<file path="config.mk">
export PLATFORM = sky130hd
export DESIGN_NAME = lf_transponder_cmd_flat
export DESIGN_NICKNAME = d
export VERILOG_FILES = /design/src/core/lf_cmd_pkg.sv /design/src/core/lf_link_if.sv /design/src/core/lf_transponder_cmd.sv /design/src/flat_wrapper.sv
export SDC_FILE = /design/constraint.sdc
export NUM_CORES = 2
export LEC_CHECK = 0
export ABC_AREA = 0
export CELL_PAD_IN_SITES_DETAIL_PLACEMENT = 2
export CELL_PAD_IN_SITES_GLOBAL_PLACEMENT = 2
export CORE_UTILIZATION = 49
export DETAILED_ROUTE_END_ITERATION = 6
export DONT_BUFFER_PORTS = 1
export GPL_ROUTABILITY_DRIVEN = 0
export PLACE_DENSITY = 0.9
export SYNTH_ARGS = -nofsm -noshare
export SYNTH_HDL_FRONTEND = slang
export SYNTH_SLANG_ARGS = --single-unit
export TNS_END_PERCENT = 50
</file>
<file path="constraint.sdc">
create_clock -name clock_i -period 5.55 [get_ports clock_i]
set_input_delay 0.555 -clock clock_i [delete_from_list [all_inputs] [get_ports clock_i]]
set_output_delay 0.555 -clock clock_i [all_outputs]
set_load 0.01 [all_outputs]
</file>
<file path="src/core/lf_cmd_pkg.sv">
// Constants and check helpers shared by both ends of the LF command link
// ------------------------------------------------------------------
// What this block does
// - Repeat command resends last response unchanged
// - Responses: 0xFE header, payload, check byte
// - Read request: id, address, count, check
// - Read answer: status then data, max 16
// - Key and config ranges are never accessible
// - Status: last command id, then code
// - Write request: id, address, data, lock, check
// - Write into locked section aborts with error
// - Station sends 1-4 bytes; transponder takes 128 enhanced
// - Write answer carries only the status
// - Protect byte: two bits per section
// - Section locks can never be cleared
// - Locks guard only three sections, link writes
// - Leave command clears enhanced mode flag
// - Leaving enhanced mode enables power switch
// - Command byte: id plus check nibble
// - Check byte guards data both directions
// - Station resends on downlink check error
// - Station: repeat, resend, then reset device
// - Enhanced mode runs link from battery
// - Status byte kept volatile, refreshed
// ------------------------------------------------------------------
package lf_cmd_pkg;
  localparam logic [3:0] CMD_REPEAT  = 4'hE;
  localparam logic [3:0] CMD_READ    = 4'h4;
  localparam logic [3:0] CMD_WRITE   = 4'h5;
  localparam logic [3:0] CMD_PROTECT = 4'h6;
  localparam logic [3:0] CMD_LEAVE   = 4'hA;
  localparam logic [7:0] HEADER      = 8'hFE;
  localparam logic [7:0] CRC_POLY    = 8'h07;
  localparam logic [7:0] CRC_INIT    = 8'h00;
  localparam logic [3:0] STS_OK        = 4'h0;
  localparam logic [3:0] STS_FRAME_CRC = 4'h1;
  localparam logic [3:0] STS_CMD_CHECK = 4'h2;
  localparam logic [3:0] STS_RANGE     = 4'h3;
  localparam logic [3:0] STS_LOCKED    = 4'h4;
  localparam logic [3:0] STS_LENGTH    = 4'h5;
  localparam logic [3:0] STS_UNKNOWN   = 4'h6;
  localparam logic [15:0] KEY_LO = 16'h0780;
  localparam logic [15:0] KEY_HI = 16'h07FF;
  localparam logic [15:0] CFG_LO = 16'h0817;
  localparam logic [15:0] CFG_HI = 16'h0826;
  localparam int          SECTIONS = 3;
  localparam logic [15:0] SEC_LO [SECTIONS] = '{16'h0000, 16'h0100, 16'h0200};
  localparam logic [15:0] SEC_HI [SECTIONS] = '{16'h00FF, 16'h01FF, 16'h02FF};
  localparam logic [1:0]  LOCK_CODE = 2'h3;
  localparam logic [7:0] READ_MAX         = 8'h10;
  localparam logic [7:0] WRITE_MAX_NORMAL = 8'h04;
  localparam logic [7:0] WRITE_MAX_ENH    = 8'h80;
  localparam logic [7:0] LEN_BARE         = 8'h01;
  localparam logic [7:0] LEN_READ         = 8'h05;
  localparam logic [7:0] LEN_PROTECT      = 8'h03;
  localparam logic [7:0] WRITE_OVERHEAD   = 8'h05;
  localparam logic [7:0] RX_DEPTH         = 8'h85;
  localparam logic [4:0] RESP_FIXED       = 5'h02;
  localparam int         TX_DEPTH         = 18;

  // Nibble table shared by both ends
  function automatic logic [3:0] check_nibble(input logic [3:0] id);
    unique case (id)
      4'h1: return 4'h3;
      4'h3: return 4'h5;
      4'h4: return 4'hC;
      4'h5: return 4'hF;
      4'h6: return 4'hA;
      4'h7: return 4'h9;
      4'h8: return 4'hB;
      4'hA: return 4'hD;
      4'hE: return 4'h1;
      default: return ~id;
    endcase
  endfunction

  // Appending the result to the bytes makes the running value zero
  function automatic logic [7:0] crc8(input logic [7:0] crc, input logic [7:0] data);
    logic [7:0] c;
    c = crc ^ data;
    for (int i = 0; i < 8; i++)
      c = c[7] ? ((c << 1) ^ CRC_POLY) : (c << 1);
    return c;
  endfunction
endpackage

</file>
<file path="src/core/lf_link_if.sv">
// Byte-level downlink and uplink between station and transponder
`timescale 1ns/1ns
interface lf_link_if;
  logic       dn_valid;
  logic       dn_last;
  logic [7:0] dn_data;
  logic       up_valid;
  logic       up_last;
  logic [7:0] up_data;
  modport transponder (input dn_valid, dn_last, dn_data, output up_valid, up_last, up_data);
  modport station (output dn_valid, dn_last, dn_data, input up_valid, up_last, up_data);
endinterface

</file>
<file path="src/core/lf_transponder_cmd.sv">
// Transponder command interpreter for memory, protection and mode commands
//
// Design decisions made here: single-cycle strobed memory reads and writes.
`timescale 1ns/1ns
module lf_transponder_cmd (
  input  wire logic        clock_i,
  input  wire logic        rst_i,
  lf_link_if.transponder   link,
  output logic [15:0]      mem_addr_o,
  output logic [7:0]       mem_wdata_o,
  output logic             mem_we_o,
  output logic             mem_re_o,
  input  wire logic [7:0]  mem_rdata_i,
  input  wire logic        enhanced_i,
  input  wire logic [2:0]  lock_saved_i,
  output logic [2:0]       lock_o,
  output logic             enh_clear_o,
  output logic             power_switch_en_o,
  output logic             battery_supply_o,
  output logic [7:0]       status_o
);
  typedef enum logic [2:0] {
    ST_RX    = 3'h0,
    ST_EXEC  = 3'h1,
    ST_RDMEM = 3'h2,
    ST_WRMEM = 3'h3,
    ST_TX    = 3'h4
  } state_t;

  state_t      state;
  logic [7:0]  rx_buf [lf_cmd_pkg::RX_DEPTH];
  logic [7:0]  rx_cnt;
  logic [7:0]  rx_crc;
  logic [7:0]  tx_buf [lf_cmd_pkg::TX_DEPTH];
  logic [4:0]  tx_len;
  logic [4:0]  tx_idx;
  logic [7:0]  tx_crc;
  logic [15:0] op_addr;
  logic [7:0]  op_left;
  logic [7:0]  op_idx;
  logic        rd_pend;
  logic        lock_loaded;
  logic        leaving;

  logic [3:0]  cmd_id;
  logic        nib_ok;
  logic        crc_ok;
  logic [15:0] addr;
  logic [7:0]  nbytes;
  logic [15:0] last_addr;
  logic        forbidden;
  logic        locked;
  logic [3:0]  code;

  // ------------------------------------------------------------
  // Request capture
  // ------------------------------------------------------------
  always_ff @(posedge clock_i)
  begin
    if (rst_i)
    begin
      rx_cnt <= 8'h00;
      rx_crc <= lf_cmd_pkg::CRC_INIT;
    end
    else if (state == ST_RX && link.dn_valid)
    begin
      if (rx_cnt < lf_cmd_pkg::RX_DEPTH)
        rx_buf[rx_cnt] <= link.dn_data;
      if (rx_cnt != 8'hFF)
        rx_cnt <= rx_cnt + 8'h01;
      rx_crc <= lf_cmd_pkg::crc8(rx_crc, link.dn_data);
    end
    else if (state == ST_EXEC)
    begin
      rx_cnt <= 8'h00;
      rx_crc <= lf_cmd_pkg::CRC_INIT;
    end
  end

  // ------------------------------------------------------------
  // Request decode
  // ------------------------------------------------------------
  always_comb
  begin
    cmd_id    = rx_buf[0][7:4];
    nib_ok    = rx_buf[0][3:0] == lf_cmd_pkg::check_nibble(cmd_id);
    crc_ok    = rx_crc == 8'h00;
    addr      = {rx_buf[1], rx_buf[2]};
    nbytes    = (cmd_id == lf_cmd_pkg::CMD_READ) ? rx_buf[3]
                                                 : rx_cnt - lf_cmd_pkg::WRITE_OVERHEAD;
    last_addr = addr + {8'h00, nbytes} - 16'h0001;
    forbidden = (addr <= lf_cmd_pkg::KEY_HI && last_addr >= lf_cmd_pkg::KEY_LO)
             || (addr <= lf_cmd_pkg::CFG_HI && last_addr >= lf_cmd_pkg::CFG_LO);
    locked    = 1'b0;
    for (int s = 0; s < lf_cmd_pkg::SECTIONS; s++)
      if (lock_o[s] && addr <= lf_cmd_pkg::SEC_HI[s] && last_addr >= lf_cmd_pkg::SEC_LO[s])
        locked = 1'b1;
    code = lf_cmd_pkg::STS_OK;
    if (!nib_ok)
      code = lf_cmd_pkg::STS_CMD_CHECK;
    else
    begin
      unique case (cmd_id)
        lf_cmd_pkg::CMD_REPEAT, lf_cmd_pkg::CMD_LEAVE:
          if (rx_cnt != lf_cmd_pkg::LEN_BARE)
            code = lf_cmd_pkg::STS_LENGTH;
        lf_cmd_pkg::CMD_READ:
          if (rx_cnt != lf_cmd_pkg::LEN_READ)
            code = lf_cmd_pkg::STS_LENGTH;
          else if (!crc_ok)
            code = lf_cmd_pkg::STS_FRAME_CRC;
          else if (nbytes == 8'h00 || nbytes > lf_cmd_pkg::READ_MAX)
            code = lf_cmd_pkg::STS_LENGTH;
          else if (forbidden)
            code = lf_cmd_pkg::STS_RANGE;
        lf_cmd_pkg::CMD_WRITE:
          if (rx_cnt <= lf_cmd_pkg::WRITE_OVERHEAD || rx_cnt > lf_cmd_pkg::RX_DEPTH)
            code = lf_cmd_pkg::STS_LENGTH;
          else if (!crc_ok)
            code = lf_cmd_pkg::STS_FRAME_CRC;
          else if (nbytes > (enhanced_i ? lf_cmd_pkg::WRITE_MAX_ENH
                                        : lf_cmd_pkg::WRITE_MAX_NORMAL))
            code = lf_cmd_pkg::STS_LENGTH;
          else if (forbidden)
            code = lf_cmd_pkg::STS_RANGE;
          else if (locked)
            code = lf_cmd_pkg::STS_LOCKED;
        lf_cmd_pkg::CMD_PROTECT:
          if (rx_cnt != lf_cmd_pkg::LEN_PROTECT)
            code = lf_cmd_pkg::STS_LENGTH;
          else if (!crc_ok)
            code = lf_cmd_pkg::STS_FRAME_CRC;
        default:
          code = lf_cmd_pkg::STS_UNKNOWN;
      endcase
    end
  end

  // ------------------------------------------------------------
  // Command sequencing and memory access
  // ------------------------------------------------------------
  always_ff @(posedge clock_i)
  begin
    if (rst_i)
    begin
      state       <= ST_RX;
      status_o    <= 8'h00;
      tx_len      <= 5'h00;
      op_addr     <= 16'h0000;
      op_left     <= 8'h00;
      op_idx      <= 8'h00;
      rd_pend     <= 1'b0;
      mem_addr_o  <= 16'h0000;
      mem_wdata_o <= 8'h00;
      mem_we_o    <= 1'b0;
      mem_re_o    <= 1'b0;
      enh_clear_o <= 1'b0;
    end
    else
    begin
      mem_we_o    <= 1'b0;
      mem_re_o    <= 1'b0;
      enh_clear_o <= 1'b0;
      unique case (state)
        ST_RX:
          if (link.dn_valid && link.dn_last)
            state <= ST_EXEC;
        ST_EXEC:
        begin
          state <= ST_TX;
          // Empty history answers with a fresh status frame instead
          if (!(cmd_id == lf_cmd_pkg::CMD_REPEAT && code == lf_cmd_pkg::STS_OK
                && tx_len != 5'h00))
          begin
            status_o  <= {cmd_id, code};
            tx_buf[0] <= lf_cmd_pkg::HEADER;
            tx_buf[1] <= {cmd_id, code};
            tx_len    <= lf_cmd_pkg::RESP_FIXED;
            op_addr   <= addr;
            op_left   <= nbytes;
            op_idx    <= 8'h00;
            if (code == lf_cmd_pkg::STS_OK && cmd_id == lf_cmd_pkg::CMD_READ)
              state <= ST_RDMEM;
            if (code == lf_cmd_pkg::STS_OK && cmd_id == lf_cmd_pkg::CMD_WRITE)
              state <= ST_WRMEM;
            if (code == lf_cmd_pkg::STS_OK && cmd_id == lf_cmd_pkg::CMD_LEAVE)
              enh_clear_o <= 1'b1;
          end
        end
        ST_RDMEM:
        begin
          if (op_left != 8'h00)
          begin
            mem_re_o   <= 1'b1;
            mem_addr_o <= op_addr;
            op_addr    <= op_addr + 16'h0001;
            op_left    <= op_left - 8'h01;
          end
          rd_pend <= mem_re_o;
          if (rd_pend)
          begin
            tx_buf[tx_len] <= mem_rdata_i;
            tx_len         <= tx_len + 5'h01;
          end
          if (op_left == 8'h00 && !mem_re_o && !rd_pend)
            state <= ST_TX;
        end
        ST_WRMEM:
          if (op_left != 8'h00)
          begin
            mem_we_o    <= 1'b1;
            mem_addr_o  <= op_addr;
            mem_wdata_o <= rx_buf[8'h03 + op_idx];
            op_addr     <= op_addr + 16'h0001;
            op_idx      <= op_idx + 8'h01;
            op_left     <= op_left - 8'h01;
          end
          else
            state <= ST_TX;
        ST_TX:
          if (tx_idx == tx_len + 5'h01)
            state <= ST_RX;
        default:
          state <= ST_RX;
      endcase
    end
  end

  // ------------------------------------------------------------
  // Section locks and supply mode
  // ------------------------------------------------------------
  always_ff @(posedge clock_i)
  begin
    if (rst_i)
    begin
      lock_o      <= 3'h0;
      lock_loaded <= 1'b0;
    end
    else if (!lock_loaded)
    begin
      // Saved lock state is taken in the first cycle after reset
      lock_o      <= lock_saved_i;
      lock_loaded <= 1'b1;
    end
    else if (state == ST_EXEC && cmd_id == lf_cmd_pkg::CMD_PROTECT
             && code == lf_cmd_pkg::STS_OK)
    begin
      for (int s = 0; s < lf_cmd_pkg::SECTIONS; s++)
        if (rx_buf[1][2*s +: 2] == lf_cmd_pkg::LOCK_CODE)
          lock_o[s] <= 1'b1;
    end
  end

  always_ff @(posedge clock_i)
  begin
    if (rst_i)
    begin
      leaving           <= 1'b0;
      power_switch_en_o <= 1'b0;
      battery_supply_o  <= 1'b0;
    end
    else
    begin
      if (enh_clear_o)
        leaving <= 1'b1;
      // Switch stays on until the field supply forces a power-on reset
      power_switch_en_o <= !enhanced_i || leaving;
      battery_supply_o  <= enhanced_i && !leaving;
    end
  end

  // ------------------------------------------------------------
  // Response transmit
  // ------------------------------------------------------------
  always_ff @(posedge clock_i)
  begin
    if (rst_i || state != ST_TX)
    begin
      tx_idx        <= 5'h00;
      tx_crc        <= lf_cmd_pkg::CRC_INIT;
      link.up_valid <= 1'b0;
      link.up_last  <= 1'b0;
      link.up_data  <= 8'h00;
    end
    else if (tx_idx < tx_len)
    begin
      link.up_valid <= 1'b1;
      link.up_last  <= 1'b0;
      link.up_data  <= tx_buf[tx_idx];
      tx_crc        <= lf_cmd_pkg::crc8(tx_crc, tx_buf[tx_idx]);
      tx_idx        <= tx_idx + 5'h01;
    end
    else if (tx_idx == tx_len)
    begin
      link.up_valid <= 1'b1;
      link.up_last  <= 1'b1;
      link.up_data  <= tx_crc;
      tx_idx        <= tx_idx + 5'h01;
    end
    else
    begin
      link.up_valid <= 1'b0;
      link.up_last  <= 1'b0;
    end
  end
endmodule

</file>
<file path="src/flat_wrapper.sv">
// flat-port wrapper written by rule: the top's interface ports become plain ports
module lf_transponder_cmd_flat 
  (clock_i, rst_i, mem_addr_o, mem_wdata_o, mem_we_o, mem_re_o, mem_rdata_i, enhanced_i, lock_saved_i, lock_o, enh_clear_o, power_switch_en_o, battery_supply_o, status_o, link_dn_valid, link_dn_last, link_dn_data, link_up_valid, link_up_last, link_up_data);
  lf_link_if link_i ();
  input  wire logic clock_i;
  input  wire logic rst_i;
  output logic [15:0] mem_addr_o;
  output logic [7:0] mem_wdata_o;
  output logic mem_we_o;
  output logic mem_re_o;
  input  wire logic [7:0] mem_rdata_i;
  input  wire logic enhanced_i;
  input  wire logic [2:0] lock_saved_i;
  output logic [2:0] lock_o;
  output logic enh_clear_o;
  output logic power_switch_en_o;
  output logic battery_supply_o;
  output logic [7:0] status_o;
  input wire logic [$bits(link_i.dn_valid)-1:0] link_dn_valid;
  input wire logic [$bits(link_i.dn_last)-1:0] link_dn_last;
  input wire logic [$bits(link_i.dn_data)-1:0] link_dn_data;
  output wire logic [$bits(link_i.up_valid)-1:0] link_up_valid;
  output wire logic [$bits(link_i.up_last)-1:0] link_up_last;
  output wire logic [$bits(link_i.up_data)-1:0] link_up_data;
  assign link_i.dn_valid = link_dn_valid;
  assign link_i.dn_last = link_dn_last;
  assign link_i.dn_data = link_dn_data;
  assign link_up_valid = link_i.up_valid;
  assign link_up_last = link_i.up_last;
  assign link_up_data = link_i.up_data;
  lf_transponder_cmd u_core (.clock_i(clock_i), .rst_i(rst_i), .link(link_i), .mem_addr_o(mem_addr_o), .mem_wdata_o(mem_wdata_o), .mem_we_o(mem_we_o), .mem_re_o(mem_re_o), .mem_rdata_i(mem_rdata_i), .enhanced_i(enhanced_i), .lock_saved_i(lock_saved_i), .lock_o(lock_o), .enh_clear_o(enh_clear_o), .power_switch_en_o(power_switch_en_o), .battery_supply_o(battery_supply_o), .status_o(status_o));
endmodule
</file>
==> reports/qor.csv <==
metric,value,unit
filler_cell_count,9404,
portBuffers,0,
relSlewSlack,8.20,%
start_util,49.6,%
num_vias,33729,
drc,0,
criticalPathCategory,reg -> reg,
p_leak,19.3,nW
violations,negative setup slack,
crit_required,6050,ps
drtAntennaViolNets,0,
drv_cap,0,
setup_slack,-62.7,ps
postSynthNetCount,3171,
drive_gt1_share,21.9,%
worstSkewPairLatency,800,ps
critPathMaxFanout,13,
netlist_area,55900,µm²
crit_path_end_kind,register,
start_kind,register,
hold_viol,0,
synth-edff-count,1232,
ff2ff_setup_slack,-60,ps
synth.distinct_cells,79,
finalMaxSlewViolations,0,
clock_skew,29.0,ps
dp_cells,4472,
hold_class,in -> reg,
holdWs,31.4,ps
dieArea,115000,µm²
grt_pass1_wl,297000,µm
r2r_end,u_core.tx_buf[1][0]$_DFFE_PP_,
fin_nets,3214,
cts_sinks,1358,
power,22.3,mW
worstMarginPinSlew,1370,ps
dp_hpwl,122000,µm
grt_max_degree,137,
gr-total-overflow,0,
yosysSeqAreaShare,70.7,%
htreeDepth,4,
powerDensity,356,nW/µm²
die_h,340,µm
grt_pass1_vias,35428,
cts_tree,built,
synth.avg_cell_area,18.1,µm²
clock_path_buffers,3,
root_buffer,clkbuf_16,
multi_input_area,15700,µm²
crit_arrival,6110,ps
die_w,340,µm
fin_crit,5610,ps
core_area,113000,µm²
synth_warnings,0,
post-route-period-util,101,%
numCtsBuffers,145,
antenna_found_initial,16,
grt_setup_unrepaired,true,
postSynthCellCount,3096,
status,finished with violations,
reg2reg_depth,18,
timing.fmax,178,MHz
first_iter_violations,3988,
register_area,39500,µm²
routed_wl,213000,µm
async_reset_ff_share,0,%
ir_worst_vdd,333,µV
min_to,u_core.tx_buf[1][4]$_DFFE_PP_,
io_pins,74,
ys_ff_latch,1358,
worstHoldPathCells,1,
hp-start,mem_rdata_i[4],
path_clk_slew,70,ps
via_per_inst,7.09,
areaGrowthSynthToFinish,12.2,%
synthFlopType,edfxtp_1,
drt-pass1-iter-count,5,
grt_usage,37.1,%
worstReg2RegStart,u_core.rx_buf[0][6]$_DFFE_PP_,
setup_viol,4,
routedWlPerCell,44.8,µm
fp-row-count,123,
final_cells,4756,
## layout make-up
cell class	instances	area share [%]
Sequential cell	1358	63.0
Multi-Input combinational cell	1533	25.1
Clock buffer	185	6.29
Tap cell	1500	2.99
Clock inverter	70	1.19
Timing Repair Buffer	53	1.10
Inverter	48	0.287
Antenna cell	9	0.0359
## worst max-delay path: stages (launching register included)
cell and delay (ps):
edfxtp_1 410, buf_4 240, or3b_2 530, nor2_1 190, buf_4 200, nor3b_1 90, a21oi_2 180, ha_1 210
inv_1 60, ha_1 370, nor2b_2 200, o31a_1 340, o2111ai_4 320, a21oi_1 170, or4_1 590, o31a_1 360
o41a_1 450, o211ai_1 210, o21ai_1 180
## power by group
group	total [mW]	leakage [nW]	switching [mW]	internal (mW)
sequential	11.3	12.1	0.0847	11.2
combinational	0.941	4.92	0.689	0.252
clock	10.1	2.29	4.51	5.61
total	22.3	19.3	5.28	17.0
## flip-flops by register name (all words and copies together) (netlist names), 7 cells and up, named ones only
signal	count
u_core.link.up_data	8
u_core.rx_buf	1088
u_core.op_left	8
u_core.tx_crc	8
u_core.tx_buf	144
u_core.rx_crc	8
u_core.op_idx	8
u_core.rx_cnt	8
u_core.mem_wdata_o	8
u_core.op_addr	16
u_core.mem_addr_o	16
u_core.status_o	7
## kinds of logic (layout without fill, tap and decap cells)
family	after synthesis	in the layout	share of synthesized area (%)
simple gates	651	651	5.08
compound gates	293	293	3.30
mux	444	444	16.8
buf+inv	205	356	1.47
xor+xnor	93	93	1.52
flops	1358	1358	70.7
fa+ha+maj	51	51	1.15
other cells	1	10	0.00671
## cell usage in the layout (no fill, tap or decap), drive strengths merged, types with 5 or more instances in the layout
cell,synthesis,final
edfxtp,1232,1232
mux4,392,392
nor2,302,302
clkbuf,116,185
nand2,178,178
dfxtp,126,126
a21oi,98,98
o21ai,76,76
xnor2,57,57
inv,48,57
ha,50,50
clkinv,0,47
nand3,44,44
buf,41,44
xor2,36,36
mux2i,27,27
mux2,25,25
nor2b,17,17
nor3,16,16
and3,16,16
a211oi,14,14
nand4,13,13
o211ai,13,13
a31oi,12,12
bufinv,0,12
nand2b,12,12
or2,10,10
nor4,10,10
diode,0,9
o21a,9,9
dlygate4sd3,0,9
a22oi,8,8
and2,7,7
or3,7,7
o31ai,6,6
a311oi,5,5
a21o,5,5
a22o,5,5
## stage by stage
stage / area [µm²] / util (%) / TNS, ps / setup WS [ps]
after floorplan: 55900 / - / 0 / 666
after global placement: 57500 / 51.0 / 0 / 599
after detailed placement: 57500 / 51.0 / -371 / -123
after CTS: 62700 / 55.5 / 0 / 10.6
after global routing: 62700 / 55.6 / -325 / -69.8
final: 62700 / 55.6 / -214 / -62.7
## metal layers
metal	vias to the layer above	global-route usage (%)	wire (µm)	share of wire, %
met4	14	20.2	13300	6.2
met5	-	0	72	0.034
met3	661	7.39	17500	8.2
li1	12475	-	-	-
met1	18226	46.2	77000	36
met2	2353	61.5	105000	49
## Yosys cell counts, drive strengths merged (8+ instances only)
library cell  number  share of area (%)
xnor2             57               0.93
o211ai            13               0.17
mux2              25               0.51
a211oi            14               0.19
buf               41               0.36
or2               10               0.11
a22oi              8               0.11
nor3              16               0.14
and3              16               0.18
nor4              10               0.12
xor2              36               0.60
edfxtp          1232                 66
mux4             392                 16
nand2b            12               0.13
o21ai             76               0.69
clkbuf           116               0.78
nand3             44               0.39
o21a               9               0.12
ha                50                1.1
nor2b             17               0.19
dfxtp            126                4.5
a21oi             98               0.88
nand4             13               0.15
inv               48               0.32
mux2i             27               0.48
a31oi             12               0.13
nand2            178                1.2
nor2             302                2.0
## repair_timing
action                                 in CTS  in global routing
hold buffers                               18                  0
cloned                                      0                  0
pin swaps                                   3                  3
gates resized for setup                    16                  6
setup endpoints to repair                   9                  9
endpoints found under the hold margin    1298                  0
setup buffers                               1                  1
## how the worst max path moves through the flow
stage	start	end	slack, ps	cells after the start
after floorplan	u_core.rx_buf[0][7]$_DFFE_PP_	u_core.state[0]$_SDFFE_PP0P_	670	18
after detailed placement	u_core.rx_cnt[0]$_SDFFE_PP0P_	u_core.state[0]$_SDFFE_PP0P_	-120	18
after global placement	u_core.rx_buf[0][7]$_DFFE_PP_	u_core.state[0]$_SDFFE_PP0P_	600	18
after CTS	u_core.rx_buf[0][6]$_DFFE_PP_	u_core.state[0]$_SDFFE_PP0P_	10	18
final	u_core.rx_buf[0][6]$_DFFE_PP_	u_core.tx_buf[1][0]$_DFFE_PP_	-60	18
after global routing	u_core.rx_buf[0][6]$_DFFE_PP_	u_core.lock_o[0]$_SDFFE_PP0P_	-70	16
Note: power is estimated with default switching activity, not from simulation.
